File: config.mk
export PLATFORM = sky130hd
export DESIGN_NAME = acs_ctrl
export DESIGN_NICKNAME = d
export VERILOG_FILES = /design/src/acs_pkg.sv /design/src/acs_fifo.sv /design/src/acs_ctrl.sv
export SDC_FILE = /design/constraint.sdc
export NUM_CORES = 1
export LEC_CHECK = 0
export ABC_CLOCK_PERIOD_IN_PS = 21000
export BUFFER_PORTS_ARGS = -buffer_cell sky130_fd_sc_hd__buf_2
export CORE_ASPECT_RATIO = 1.2
export CORE_MARGIN = 2
export CORE_UTILIZATION = 35
export DETAILED_ROUTE_END_ITERATION = 7
export PLACE_DENSITY = 0.48
export SLEW_MARGIN = 20
export SYNTH_ARGS = -nofsm -noshare
export SYNTH_HDL_FRONTEND = slang
export SYNTH_SLANG_ARGS = --single-unit
File: constraint.sdc
create_clock -name clk_in -period 21 [get_ports clk_in]
set_input_delay 1.05 -clock clk_in [delete_from_list [all_inputs] [get_ports clk_in]]
set_output_delay 1.05 -clock clk_in [all_outputs]
set_load 0.05 [all_outputs]
File: src/acs_pkg.sv
// constants and types shared by the converter control block
// assumes a single 100 MHz clock and serial pins already in that domain
`default_nettype none

package acs_pkg;

  localparam int CFG_W      = 12;
  localparam int WORD_W     = 16;
  localparam int RES_W      = 10;
  localparam int CMD_W      = 4;
  localparam int CNT_W      = 5;
  localparam int FIFO_DEPTH = 32;

  localparam logic [CFG_W-1:0] CFG_RESET = 12'h000;

  // configuration field positions
  localparam int F_REF_INT   = 11;
  localparam int F_TWOS      = 10;
  localparam int F_LONG_SAMP = 9;
  localparam int F_CLK_DIV2  = 8;
  localparam int F_PSEUDO    = 7;
  localparam int F_MODE_HI   = 6;
  localparam int F_MODE_LO   = 5;
  localparam int F_SEQ_HI    = 4;
  localparam int F_SEQ_LO    = 3;
  localparam int F_PIN_EOC   = 2;
  localparam int F_TRIG_HI   = 1;
  localparam int F_TRIG_LO   = 0;

  localparam logic [1:0] MODE_ONE_SHOT = 2'h0;

  // command codes in the top four bits of a frame
  localparam logic [CMD_W-1:0] CMD_CH_LAST  = 4'h7;
  localparam logic [CMD_W-1:0] CMD_PWR_DOWN = 4'h8;
  localparam logic [CMD_W-1:0] CMD_CFG_RD   = 4'h9;
  localparam logic [CMD_W-1:0] CMD_CFG_WR   = 4'hA;
  localparam logic [CMD_W-1:0] CMD_TEST_LO  = 4'hB;
  localparam logic [CMD_W-1:0] CMD_TEST_HI  = 4'hD;
  localparam logic [CMD_W-1:0] CMD_FIFO_RD  = 4'hE;

  // serial edge counts
  localparam logic [CNT_W-1:0] CMD_BITS    = 5'h04;
  localparam logic [CNT_W-1:0] SHORT_EDGE  = 5'h10;
  localparam logic [CNT_W-1:0] LONG_EDGE   = 5'h1C;
  localparam logic [CNT_W-1:0] WORD_BITS   = 5'h10;
  localparam logic [CNT_W-1:0] CONV_CLOCKS = 5'h0A;

  localparam logic [RES_W-1:0] SIGN_FLIP = 10'h200;
  localparam logic [5:0]       PAD_ZERO  = 6'h00;
  localparam logic [CMD_W-1:0] RD_PAD    = 4'h0;

  typedef enum logic [2:0] {
    ST_IDLE    = 3'b000,
    ST_SAMPLE  = 3'b001,
    ST_EXT     = 3'b010,
    ST_CONVERT = 3'b011,
    ST_STORE   = 3'b100
  } acs_state_t;

endpackage : acs_pkg

`default_nettype wire

File: src/acs_fifo.sv
// result buffer: flip-flop FIFO with valid/ready on both sides
// assumes one clock and an asynchronous active-high reset
`default_nettype none

module acs_fifo #(
  parameter int WIDTH = 10,
  parameter int DEPTH = 32
) (
  input  wire logic             clk_in,
  input  wire logic             reset_in,
  input  wire logic             flush_in,
  input  wire logic [WIDTH-1:0] in_data_in,
  input  wire logic             in_valid_in,
  output logic                  in_ready_out,
  output logic [WIDTH-1:0]      out_data_out,
  output logic                  out_valid_out,
  input  wire logic             out_ready_in,
  output logic [$clog2(DEPTH):0] count_out
);
  localparam int AW = $clog2(DEPTH);

  typedef struct packed {
    logic [DEPTH-1:0][WIDTH-1:0] mem;
    logic [AW-1:0]               wr_ptr;
    logic [AW-1:0]               rd_ptr;
    logic [AW:0]                 count;
  } acs_fifo_st_t;

  acs_fifo_st_t st_reg;
  acs_fifo_st_t st_next;
  logic         push;
  logic         pop;

  assign in_ready_out  = (st_reg.count != (AW+1)'(DEPTH));
  assign out_valid_out = (st_reg.count != '0);
  assign out_data_out  = st_reg.mem[st_reg.rd_ptr];
  assign count_out     = st_reg.count;
  assign push          = in_valid_in && in_ready_out;
  assign pop           = out_valid_out && out_ready_in;

  always_comb
  begin
    st_next = st_reg;
    if (push)
    begin
      st_next.mem[st_reg.wr_ptr] = in_data_in;
      st_next.wr_ptr = st_reg.wr_ptr + 1'b1;
    end
    if (pop)
      st_next.rd_ptr = st_reg.rd_ptr + 1'b1;
    if (push && !pop)
      st_next.count = st_reg.count + 1'b1;
    else if (pop && !push)
      st_next.count = st_reg.count - 1'b1;
    if (flush_in)
    begin
      st_next.wr_ptr = '0;
      st_next.rd_ptr = '0;
      st_next.count  = '0;
    end
  end

  always_ff @(posedge clk_in or posedge reset_in)
  begin
    if (reset_in)
      st_reg <= '0;
    else
      st_reg <= st_next;
  end

endmodule : acs_fifo

`default_nettype wire

File: src/acs_ctrl.sv
// serial configuration, sampling and conversion control of the converter
// assumes serial pins are synchronous to clk_in and sclk is far slower
`default_nettype none

module acs_ctrl
  import acs_pkg::*;
#(
  parameter bit FOUR_INPUT = 1'b0
) (
  input  wire logic                 clk_in,
  input  wire logic                 reset_in,
  input  wire logic                 cs_n_in,
  input  wire logic                 sclk_in,
  input  wire logic                 sdi_in,
  input  wire logic                 frame_sync_input_in,
  input  wire logic                 sample_start_pin_n_in,
  input  wire logic [acs_pkg::RES_W-1:0] adc_result_in,
  output logic                      sdo_out,
  output logic                      sdo_oe_out,
  output logic                      status_pin_out,
  output logic                      ref_internal_out,
  output logic                      pseudo_diff_out,
  output logic [acs_pkg::CMD_W-1:0] mux_sel_out,
  output logic                      sampling_out,
  output logic                      converting_out,
  output logic                      powerdown_out
);
  import acs_pkg::*;

  typedef struct packed {
    logic [CFG_W-1:0]  cfg;
    logic [WORD_W-1:0] sh_out;
    logic [WORD_W-1:0] sh_in;
    logic [CNT_W-1:0]  bits;
    logic [CNT_W-1:0]  conv_cnt;
    logic              in_frame;
    logic              dsp_mode;
    logic              sclk_q;
    logic              cs_q;
    logic              fs_q;
    logic              ss_q;
    logic              ext_trig;
    logic              div;
    acs_state_t        state;
    logic [RES_W-1:0]  result;
    logic [CMD_W-1:0]  mux;
    logic [2:0]        sweep_idx;
    logic              thresh;
    logic              pwr_dn;
    logic              sdo;
  } acs_st_t;

  acs_st_t st_reg;
  acs_st_t st_next;

  logic [1:0]       mode;
  logic             sweep;
  logic             sclk_rise;
  logic             sclk_fall;
  logic             in_edge;
  logic             out_edge;
  logic             spi_start;
  logic             dsp_start;
  logic             frame_start;
  logic [WORD_W-1:0] shifted;
  logic [CMD_W-1:0] cmd_now;
  logic             cmd_done;
  logic             conv_cmd;
  logic             cfg_wr;
  logic             cfg_rd;
  logic             fifo_rd;
  logic             ss_fall;
  logic             ss_rise;
  logic             conv_tick;
  logic [RES_W-1:0] coded;
  logic [CNT_W-1:0] trig_edge;
  logic [5:0]       level;
  logic             fifo_in_ready;
  logic             fifo_out_valid;
  logic [RES_W-1:0] fifo_head;
  logic [5:0]       fifo_count;

  // channel order of an automatic sweep, for either part size
  function automatic logic [2:0] seq_chan(input logic [1:0] sel,
                                          input logic [2:0] i);
    logic [2:0] c;
    c = i;
    if (FOUR_INPUT)
    begin
      unique case (sel)
        2'b10:   c = {1'b0, i[2:1]};
        2'b11:   c = {2'b00, i[0]};
        default: c = {1'b0, i[1:0]};
      endcase
    end
    else
    begin
      unique case (sel)
        2'b00: c = i;
        2'b01: c = {i[1:0], 1'b0};
        2'b10: c = (i < 3'h2) ? 3'h0 : (i < 3'h4) ? 3'h2 :
                   (i == 3'h4) ? 3'h4 : 3'h6;
        2'b11: c = {1'b0, i[0], 1'b0};
      endcase
    end
    return c;
  endfunction : seq_chan

  assign mode      = st_reg.cfg[F_MODE_HI:F_MODE_LO];
  assign sweep     = mode[1];
  assign sclk_rise = sclk_in && !st_reg.sclk_q;
  assign sclk_fall = !sclk_in && st_reg.sclk_q;
  // spi shifts in on rising edges, dsp framing on falling edges
  assign in_edge   = st_reg.dsp_mode ? sclk_fall : sclk_rise;
  assign out_edge  = st_reg.dsp_mode ? sclk_rise : sclk_fall;
  assign spi_start = !cs_n_in && st_reg.cs_q && frame_sync_input_in;
  // frame sync restarts a frame even with chip select held low
  assign dsp_start = !cs_n_in && !frame_sync_input_in
                     && st_reg.fs_q;
  assign frame_start = spi_start || dsp_start;
  assign shifted   = {st_reg.sh_in[WORD_W-2:0], sdi_in};
  assign cmd_now   = shifted[CMD_W-1:0];
  assign cmd_done  = st_reg.in_frame && in_edge
                     && (st_reg.bits + 1'b1 == CMD_BITS);
  assign conv_cmd  = (cmd_now <= CMD_CH_LAST)
                     || (cmd_now >= CMD_TEST_LO && cmd_now <= CMD_TEST_HI);
  assign cfg_wr    = st_reg.in_frame && in_edge
                     && (st_reg.bits + 1'b1 == WORD_BITS)
                     && (shifted[WORD_W-1 -: CMD_W] == CMD_CFG_WR);
  assign cfg_rd    = cmd_done && cmd_now == CMD_CFG_RD
                     && mode == MODE_ONE_SHOT;
  assign fifo_rd   = cmd_done && cmd_now == CMD_FIFO_RD;
  // the start pin's falling edge counts only with the serial port deselected
  assign ss_fall   = !sample_start_pin_n_in && st_reg.ss_q
                     && cs_n_in;
  assign ss_rise   = sample_start_pin_n_in && !st_reg.ss_q;
  assign trig_edge = st_reg.cfg[F_LONG_SAMP] ? LONG_EDGE
                                             : SHORT_EDGE;
  // extended conversions run free of the serial clock
  assign conv_tick = st_reg.ext_trig ? 1'b1 :
                     (sclk_rise && (!st_reg.cfg[F_CLK_DIV2]
                                    || st_reg.div));
  assign coded     = st_reg.cfg[F_TWOS] ? (adc_result_in ^ SIGN_FLIP)
                                        : adc_result_in;
  assign level     = {2'b00, ~st_reg.cfg[F_TRIG_HI:F_TRIG_LO], 1'b0}
                     + 6'h02;

  acs_fifo #(
    .WIDTH (RES_W),
    .DEPTH (FIFO_DEPTH)
  ) u_fifo (
    .clk_in        (clk_in),
    .reset_in      (reset_in),
    .flush_in      (1'b0),
    .in_data_in    (st_reg.result),
    .in_valid_in   (st_reg.state == ST_STORE && sweep_or_repeat()),
    .in_ready_out  (fifo_in_ready),
    .out_data_out  (fifo_head),
    .out_valid_out (fifo_out_valid),
    .out_ready_in  (fifo_rd),
    .count_out     (fifo_count)
  );

  function automatic logic sweep_or_repeat();
    return mode != MODE_ONE_SHOT;
  endfunction : sweep_or_repeat

  always_comb
  begin
    st_next        = st_reg;
    st_next.sclk_q = sclk_in;
    st_next.cs_q   = cs_n_in;
    st_next.fs_q   = frame_sync_input_in;
    st_next.ss_q   = sample_start_pin_n_in;

    if (cs_n_in)
      st_next.in_frame = 1'b0;
    if (frame_start)
    begin
      st_next.in_frame = 1'b1;
      st_next.dsp_mode = dsp_start;
      st_next.bits     = '0;
      st_next.thresh   = 1'b0;
      st_next.pwr_dn   = 1'b0;
      // a held result leaves on the next cycle, fifo data first
      st_next.sh_out   = (sweep_or_repeat() && fifo_out_valid)
                         ? {fifo_head, PAD_ZERO}
                         : {st_reg.result, PAD_ZERO};
      st_next.sdo      = st_next.sh_out[WORD_W-1];
    end
    else if (st_reg.in_frame)
    begin
      // a stalled serial clock simply leaves the count waiting; edges are
      // counted on past the data word so long sampling can reach its end
      if (in_edge && st_reg.bits != LONG_EDGE)
        st_next.bits  = st_reg.bits + 1'b1;
      if (in_edge && st_reg.bits < WORD_BITS)
        st_next.sh_in = shifted;
      if (out_edge && st_reg.bits < WORD_BITS)
      begin
        st_next.sh_out = {st_reg.sh_out[WORD_W-2:0], 1'b0};
        st_next.sdo    = st_reg.sh_out[WORD_W-2];
      end
      // four bits have already left by the fourth input bit
      if (cfg_rd)
        st_next.sh_out = {RD_PAD[0], st_reg.cfg,
                          RD_PAD[CMD_W-2:0]};
      if (cmd_done && cmd_now == CMD_PWR_DOWN)
        st_next.pwr_dn = 1'b1;
      if (cmd_done && conv_cmd && st_reg.state == ST_IDLE)
      begin
        st_next.state    = ST_SAMPLE;
        st_next.ext_trig = 1'b0;
        st_next.mux      = sweep
          ? {1'b0, seq_chan(st_reg.cfg[F_SEQ_HI:F_SEQ_LO],
                            st_reg.sweep_idx)}
          : cmd_now;
      end
    end
    if (cfg_wr)
      st_next.cfg = shifted[CFG_W-1:0];

    unique case (st_reg.state)
      ST_IDLE:
        if (ss_fall)
        begin
          st_next.state    = ST_EXT;
          st_next.ext_trig = 1'b1;
        end
      ST_SAMPLE:
        if (in_edge && st_reg.bits + 1'b1 == trig_edge)
        begin
          st_next.state    = ST_CONVERT;
          st_next.conv_cnt = '0;
          st_next.div      = 1'b0;
        end
      ST_EXT:
        if (ss_rise)
        begin
          st_next.state    = ST_CONVERT;
          st_next.conv_cnt = '0;
        end
      ST_CONVERT:
      begin
        if (sclk_rise)
          st_next.div = !st_reg.div;
        if (conv_tick)
          st_next.conv_cnt = st_reg.conv_cnt + 1'b1;
        if (conv_tick && st_reg.conv_cnt + 1'b1 == CONV_CLOCKS)
        begin
          st_next.result = coded;
          st_next.state  = ST_STORE;
        end
      end
      ST_STORE:
        // back-pressure: hold here until the fifo takes the word
        if (!sweep_or_repeat() || fifo_in_ready)
        begin
          st_next.state = ST_IDLE;
          if (sweep)
            st_next.sweep_idx = (st_reg.sweep_idx + 1'b1 == level[2:0]
                                 || level == 6'h08
                                 && st_reg.sweep_idx == 3'h7)
                                ? 3'h0 : st_reg.sweep_idx + 1'b1;
          if (!sweep_or_repeat())
            st_next.thresh = 1'b1;
        end
      default:
        st_next.state = ST_IDLE;
    endcase
    // threshold set beats the frame-start clear
    if (sweep_or_repeat() && fifo_count >= level)
      st_next.thresh = 1'b1;
  end

  always_ff @(posedge clk_in or posedge reset_in)
  begin
    if (reset_in)
    begin
      st_reg        <= '0;
      st_reg.cfg    <= CFG_RESET;
      st_reg.sclk_q <= 1'b0;
      st_reg.cs_q   <= 1'b1;
      st_reg.fs_q   <= 1'b1;
      st_reg.ss_q   <= 1'b1;
      st_reg.state  <= ST_IDLE;
    end
    else
      st_reg <= st_next;
  end

  assign sdo_out          = st_reg.sdo;
  assign sdo_oe_out       = st_reg.in_frame && !cs_n_in
                            && st_reg.bits < WORD_BITS;
  assign status_pin_out   = st_reg.cfg[F_PIN_EOC]
                            ? (st_reg.state != ST_CONVERT)
                            : !st_reg.thresh;
  assign ref_internal_out = st_reg.cfg[F_REF_INT];
  assign pseudo_diff_out  = st_reg.cfg[F_PSEUDO];
  assign mux_sel_out      = st_reg.mux;
  assign sampling_out     = st_reg.state == ST_SAMPLE
                            || st_reg.state == ST_EXT;
  assign converting_out   = st_reg.state == ST_CONVERT;
  // power-down touches no configuration state
  assign powerdown_out    = st_reg.pwr_dn;
endmodule : acs_ctrl

`default_nettype wire

==> out/results.ini, run 1 <==
[placed_design]
dpl_cell_area_um2 = 20900
place_congestion = 0.802
hpwl_mm = 32.1
pre_cts_slack_ps = 16390
numPortBuffers = 28

[worst_setup_path]
cp_max_fo = 6
worstPathArrival_ps = 4390
cp-start-kind = flop
cp.required_ps = 21450
crit_type = reg2reg
crit_path_end_kind = flop
worstSetupStartpoint = st_reg[36]
reg2reg_from = st_reg[36]

[global_routing]
antenna_found_initial = 0
grt_pass1_wl_mm = 79.3
grt_pass1_vias = 12332
track_usage_pct = 17.6
grt-ovfl-total = 0
grt_max_degree = 170

[sta]
finalCritPeriodShare_pct = 18.8
rsz0062_at_grt = false
relSlewSlack_pct = 33.4
fin_crit_ps = 3940
hold_viol = 0
finalClockSkew_ps = 30.7
fmax_ghz = 0.254
tns_ps = 0
setup_viol = 0
worst_pin_slew_ps = 998
slew_violations = 0
worst_slack_ps = 17060

[power]
cellLeakagePower_nw = 10.7
p_total_w = 0.00190
p_seq_share_pct = 45.3
switching_share_pct = 28.0
p_comb_share_pct = 11.5
switchingPower_w = 0.000530
cellPowerDensity_nw_per_um2 = 84.4
power.internal_w = 0.00137
pwr-share-clk_pct = 43.2
ir_drop_uv = 47.8

[synthesis]
synthesis.nets = 1457
synthCells = 1418
synthArstFlopShare_pct = 100
synth_seq_area_share_pct = 52.1
synth-main-ff-cell = dfrtp_1
synth_top_area_share_pct = 51.7
ys_warn_count = 0
synth_area_per_cell_um2 = 14.2
yosysUniqueCellTypes = 74
syn_area_um2 = 20100
synth_edf_count = 0
yosysMostFrequentCell = dfrtp_1
yosysTopAreaCell = dfrtp_1
synth.ff_latch_count = 418
synth_area_leaders = dfrtp_1 (52%), mux2_2 (12%), mux2_1 (8.9%)
synthTopCellsByCount = dfrtp_1 (415), mux2_2 (207), mux2_1 (158)

[final_layout]
diodes = 0
largest_reg_flops = 330
drive_gt1_share_pct = 31.4
area_delta_synth_final_pct = 11.8
nNetsFinal = 1464
final_area_um2 = 22500

[cts]
clock_path_buffers = 3
cts-buffers-inserted = 45
clk_pin_slew_ps = 60
hold_buffers = 0
clock-sinks = 418
ctsResizeCount = 0
cts-root-buf = clkbuf_16
cts_setup_buffers = 0
cts_tree = done
htreeDepth = 2
clk_latency_ps = 590

[floorplanning]
io_pins = 29
die_h_um = 267
die_x_um = 223
die-area_um2 = 59400
initial_utilization_pct = 35.3
rows = 96
fp.coreArea_um2 = 56900

[routing]
firstDrtPassIters = 4
vias = 11694
viasPerCell = 5.33
wirelength_mm = 50.7
drcViolationCount = 0
drt_iter0_markers = 767
avgRoutedWirePerCell_um = 23.1
drtAntennaViolNets = 0

[worst_hold_path]
hold_path.startpoint = mux_sel_out[3]
hp-class = reg2reg

[flow_run]
drv_cap = 0

[status]
status = finished, final reports clean

-- cell families after synthesis --
kind of cell	Yosys count	share of synthesized area, %
muxes	471	30.0
DFF	418	52.1
and+or+nand+nor	215	7.79
AOI/OAI and AO/OA	146	4.74
buffers and inverters	122	2.88
xor gates and xnor gates	24	1.12
adders and majority gates	22	1.41
-- final cells by class --
type,instances,area [um2]
fill,5366,34500
clock buffer,68,1340
inverter,33,131
multi-input combinational,878,9070
sequential,418,10500
timing repair buffer,49,350
clock inverter,15,188
tap,735,920
-- cell usage in the layout (no fill, tap or decap), types with 4 or more instances in the layout --
| cell type | netlist | routed |
|---|---|---|
| a31oi_1 | 17 | 17 |
| ha_1 | 21 | 21 |
| clkbuf_16 | 0 | 45 |
| a21oi_1 | 21 | 21 |
| a211oi_1 | 8 | 8 |
| mux2_1 | 158 | 158 |
| nor2_2 | 4 | 4 |
| xor2_1 | 8 | 8 |
| nor2_1 | 35 | 35 |
| dfrtp_1 | 415 | 412 |
| clkinv_2 | 0 | 8 |
| nor2b_1 | 8 | 8 |
| buf_2 | 22 | 28 |
| o21ai_0 | 33 | 32 |
| clkbuf_1 | 45 | 10 |
| nand3b_1 | 15 | 15 |
| mux4_2 | 69 | 69 |
| xnor2_1 | 14 | 14 |
| nand4_1 | 11 | 11 |
| nand2_1 | 40 | 40 |
| nor2_8 | 17 | 17 |
| buf_4 | 13 | 18 |
| clkbuf_8 | 0 | 13 |
| o211ai_1 | 4 | 4 |
| inv_1 | 32 | 31 |
| nor2_4 | 8 | 8 |
| o22ai_1 | 17 | 17 |
| nand3_1 | 26 | 26 |
| nand2b_1 | 5 | 5 |
| or3_1 | 4 | 4 |
| mux2_2 | 207 | 207 |
| mux2i_1 | 37 | 37 |
| nor3_1 | 9 | 9 |
| a21o_1 | 8 | 8 |
| a22oi_1 | 12 | 12 |
-- power by group through the flow --
stage                     combinational, W  clock [W]  sequential, W
after floorplan                   0.000134          0       0.000870
after global placement            0.000219          0       0.000873
after detailed placement          0.000222          0       0.000873
after CTS                         0.000223   0.000844       0.000859
after global routing              0.000242   0.000877       0.000863
final                             0.000219   0.000819       0.000858
-- worst max-delay path, cell delays in order, from the launching register on --
cell and delay, ps:
dfrtp_1 440, ha_1 300, xor2_2 310, nand3_2 150, nand3b_4 220, nor4bb_2 700
inv_1 110, ha_1 300, inv_1 160, ha_1 260, a21o_1 180, a21oi_1 230
o21bai_1 120, nand4_1 100, o211ai_1 100, xor2_1 150
-- through the flow --
step | util, % | instances | hold WS [ps]
after detailed placement | 36.7 | 2111 | 470
after floorplan | - | 1418 | 445
after global placement | 36.7 | 2111 | 461
after global routing | 39.5 | 2196 | 494
after CTS | 39.4 | 2194 | 483
final | 39.5 | 2196 | 480
-- metal layers --
metal / GRT usage (%) / part of all wire (%) / vias up
met5: 0 / 0 / -
met4: 4.50 / 2.1 / 0
met3: 2.25 / 2.5 / 59
met2: 30.4 / 50 / 137
met1: 23.4 / 45 / 6241
li1: - / - / 5257
-- worst paths after layout --
kind,end,slack (ps),depth (start not counted)
setup / recovery,u_fifo.count_out[5],17060,15
hold / removal,mux_sel_out[3],480,1
setup reg to reg,u_fifo.count_out[5],17060,15
hold reg to reg,mux_sel_out[3],480,1
max in group asynchronous,u_fifo.st_reg[236],18020,5
min in group asynchronous,shifted[14],650,2
No activity file was read; power rests on OpenSTA's default activity.
==> run 2: changes to the inputs <==
--- a/config.mk
+++ b/config.mk
@@ -5,13 +5,13 @@
 export SDC_FILE = /design/constraint.sdc
 export NUM_CORES = 1
 export LEC_CHECK = 0
-export ABC_CLOCK_PERIOD_IN_PS = 21000
+export ABC_CLOCK_PERIOD_IN_PS = 3600
 export BUFFER_PORTS_ARGS = -buffer_cell sky130_fd_sc_hd__buf_2
 export CORE_ASPECT_RATIO = 1.2
 export CORE_MARGIN = 2
 export CORE_UTILIZATION = 35
 export DETAILED_ROUTE_END_ITERATION = 7
-export PLACE_DENSITY = 0.48
+export PLACE_DENSITY = 0.5
 export SLEW_MARGIN = 20
 export SYNTH_ARGS = -nofsm -noshare
 export SYNTH_HDL_FRONTEND = slang
==> constraint.sdc (replaced) <==
create_clock -name clk_in -period 3.6 [get_ports clk_in]
set_input_delay 0.18 -clock clk_in [delete_from_list [all_inputs] [get_ports clk_in]]
set_output_delay 0.18 -clock clk_in [all_outputs]
set_load 0.05 [all_outputs]
==> run 2 against run 1 <==
Clock power increased to 5.6 times the previous value. Maximum frequency up 19%. Sequential power grew to 5.9 times the previous value. Cell count increased by 2.2%. Largest cell class unchanged. Flip-flop and latch count stayed put. Via count grew 1.9%. Wire length is 0.34% higher. First-iteration DRC count is 16% lower. Highest routed layer is now met5. Critical endpoint unchanged. Setup slack lost 17000 ps.
==> out/results.ini, run 2 (synthesis gave the netlist of run 1 again) <==
[status]
status = finished, final reports clean

[worst_setup_path]
cp-start-kind = flop
cp.required_ps = 4040  ; -17410 ps
crit_path_end_kind = flop
worstPathArrival_ps = 3760  ; -630 ps
cp_max_fo = 6  ; unchanged
ff2ff_setup_slack_ps = 280  ; -16780 ps
r2r_cells = 16  ; +1
reg2reg_to = u_fifo.count_out[5]
reg2reg_from = st_reg[37]
crit_type = reg2reg

[routing]
firstDrtPassIters = 4  ; unchanged
drtAntennaViolNets = 0  ; unchanged
drcViolationCount = 0  ; unchanged
viasPerCell = 5.31  ; -0.27%
wirelength_mm = 50.9  ; +0.34%
avgRoutedWirePerCell_um = 22.7  ; -1.8%
drt_iter0_markers = 647  ; -16%
vias = 11917  ; +1.9%

[power]
cellLeakagePower_nw = 10.9  ; +1.9%
p_total_w = 0.0109  ; +480%
cellPowerDensity_nw_per_um2 = 478  ; +470%
ir_drop_uv = 236  ; +390%

[global_routing]
grt_max_degree = 133  ; -22%
track_usage_pct = 17.6  ; about the same
grt_pass1_vias = 12474  ; +1.2%
grt_pass1_wl_mm = 78.7  ; -0.67%
antenna_found_initial = 1  ; +1
grt-ovfl-total = 0  ; unchanged

[flow_run]
drv_cap = 0  ; unchanged

[cts]
clock-sinks = 418  ; unchanged
clock_path_buffers = 3  ; unchanged
cts_tree = done
htreeDepth = 2  ; unchanged
clk_latency_ps = 570  ; -20 ps
cts-buffers-inserted = 44  ; -2.2%
cts-root-buf = clkbuf_16
clk_pin_slew_ps = 60  ; about the same

[worst_hold_path]
hp-class = in2async

[final_layout]
largest_reg_flops = 330  ; unchanged
fillCellCount = 5305  ; -1.1%
final_cell_mix = dfrtp_1 (412), mux2_2 (207), mux2_1 (158), mux4_2 (69), buf_4 (52)
nNetsFinal = 1516  ; +3.6%
drive_gt1_share_pct = 32.5  ; +1.1 points
seq_area_um2 = 10500  ; unchanged
final_common_cell = dfrtp_1
final_area_um2 = 22800  ; +1.6%
area_delta_synth_final_pct = 13.6
multiInputGateArea_um2 = 9070  ; unchanged

[floorplanning]
initial_utilization_pct = 35.3  ; unchanged
die_x_um = 223  ; unchanged
die-area_um2 = 59400  ; unchanged
rows = 96  ; unchanged
die_h_um = 267  ; unchanged
io_pins = 29  ; unchanged
fp.coreArea_um2 = 56900  ; unchanged

[sta]
finalCritPeriodShare_pct = 92.2  ; +73 points
relSlewSlack_pct = 41.2  ; +7.8 points
hold_viol = 0  ; unchanged
fin_crit_ps = 3320  ; -622 ps
tns_ps = 0  ; unchanged
slew_violations = 0  ; unchanged
rsz0062_at_grt = false
fmax_ghz = 0.301  ; +19%
worst_pin_slew_ps = 876  ; -122 ps
finalClockSkew_ps = 13.9  ; -16.8 ps
setup_viol = 0  ; unchanged

[placed_design]
hpwl_mm = 33.8  ; +5.2%
place_congestion = 0.797  ; -0.59%
dpl_cell_area_um2 = 21200  ; +1.6%
numPortBuffers = 28  ; unchanged

-- run 2: power breakdown --
part	switching [W]	total, W	internal (W)
clock	0.00189	0.00458	0.00269
combinational	0.000943	0.00129	0.000342
sequential	0.000199	0.00504	0.00485
total	0.00304	0.0109	0.00787
-- run 2: area by class of cell --
| cell class | count | area share, % |
|---|---|---|
| Antenna cell | 1 | 0.0110 |
| Clock buffer | 65 | 5.65 |
| Clock inverter | 12 | 0.603 |
| Inverter | 33 | 0.559 |
| Multi-Input combinational cell | 878 | 39.7 |
| Sequential cell | 418 | 45.9 |
| Tap cell | 735 | 4.03 |
| Timing Repair Buffer | 102 | 3.55 |
-- run 2: worst max path at each step --
| stage | slack, ps | from | cells past startpoint | endpoint |
|---|---|---|---|---|
| 5_1_grt | 40 | st_reg[37] | 15 | u_fifo.count_out[5] |
| 3_5_place_dp | 50 | st_reg[37] | 16 | u_fifo.count_out[5] |
| 6_report | 280 | st_reg[37] | 16 | u_fifo.count_out[5] |
| 4_1_cts | 7 | st_reg[37] | 16 | u_fifo.count_out[5] |
| 2_1_floorplan | -2220 | reset_in | 1 | cmd_now[1] |
| 3_3_place_gp | 140 | st_reg[37] | 16 | u_fifo.count_out[5] |
-- run 2: repair_timing --
| item | 4_1_cts | 5_1_grt |
|---|---|---|
| hold buffers | 16 | 0 |
| endpoints found under the setup margin | 0 | 1 |
| buffers inserted | 0 | 1 |
| gates resized for setup | 0 | 2 |
| endpoints found under the hold margin | 111 | 0 |
-- run 2: stage by stage --
stage                     instances  worst slack [ps]  hold WS, ps  utilization [%]
after CTS                      2242              6.78          100             40.1
after detailed placement       2149              49.3          172             37.3
final                          2244               280          119             40.1
after global placement         2149               141          178             37.3
after global routing           2243              37.8          145             40.1
after floorplan                1418             -2220          184                -
-- run 2: routing by layer --
layer	global-route usage, %	routed length [um]	vias up
met4	4.90	1220	2
met3	2.96	1620	71
li1	-	-	5341
met1	23.0	22700	6344
met5	0	12	-
met2	30.2	25300	159
-- run 2: worst max-delay path, cell delays in order, from the launching register on --
cell,delay (ps)
dfrtp_1,430
ha_2,260
xor2_2,180
nand3_2,120
nand3b_4,230
nor4bb_1,320
buf_4,210
inv_1,50
ha_1,200
inv_1,120
ha_1,250
a21o_1,190
a21oi_2,190
o21bai_1,100
nand4_1,90
o211ai_1,100
xor2_1,150
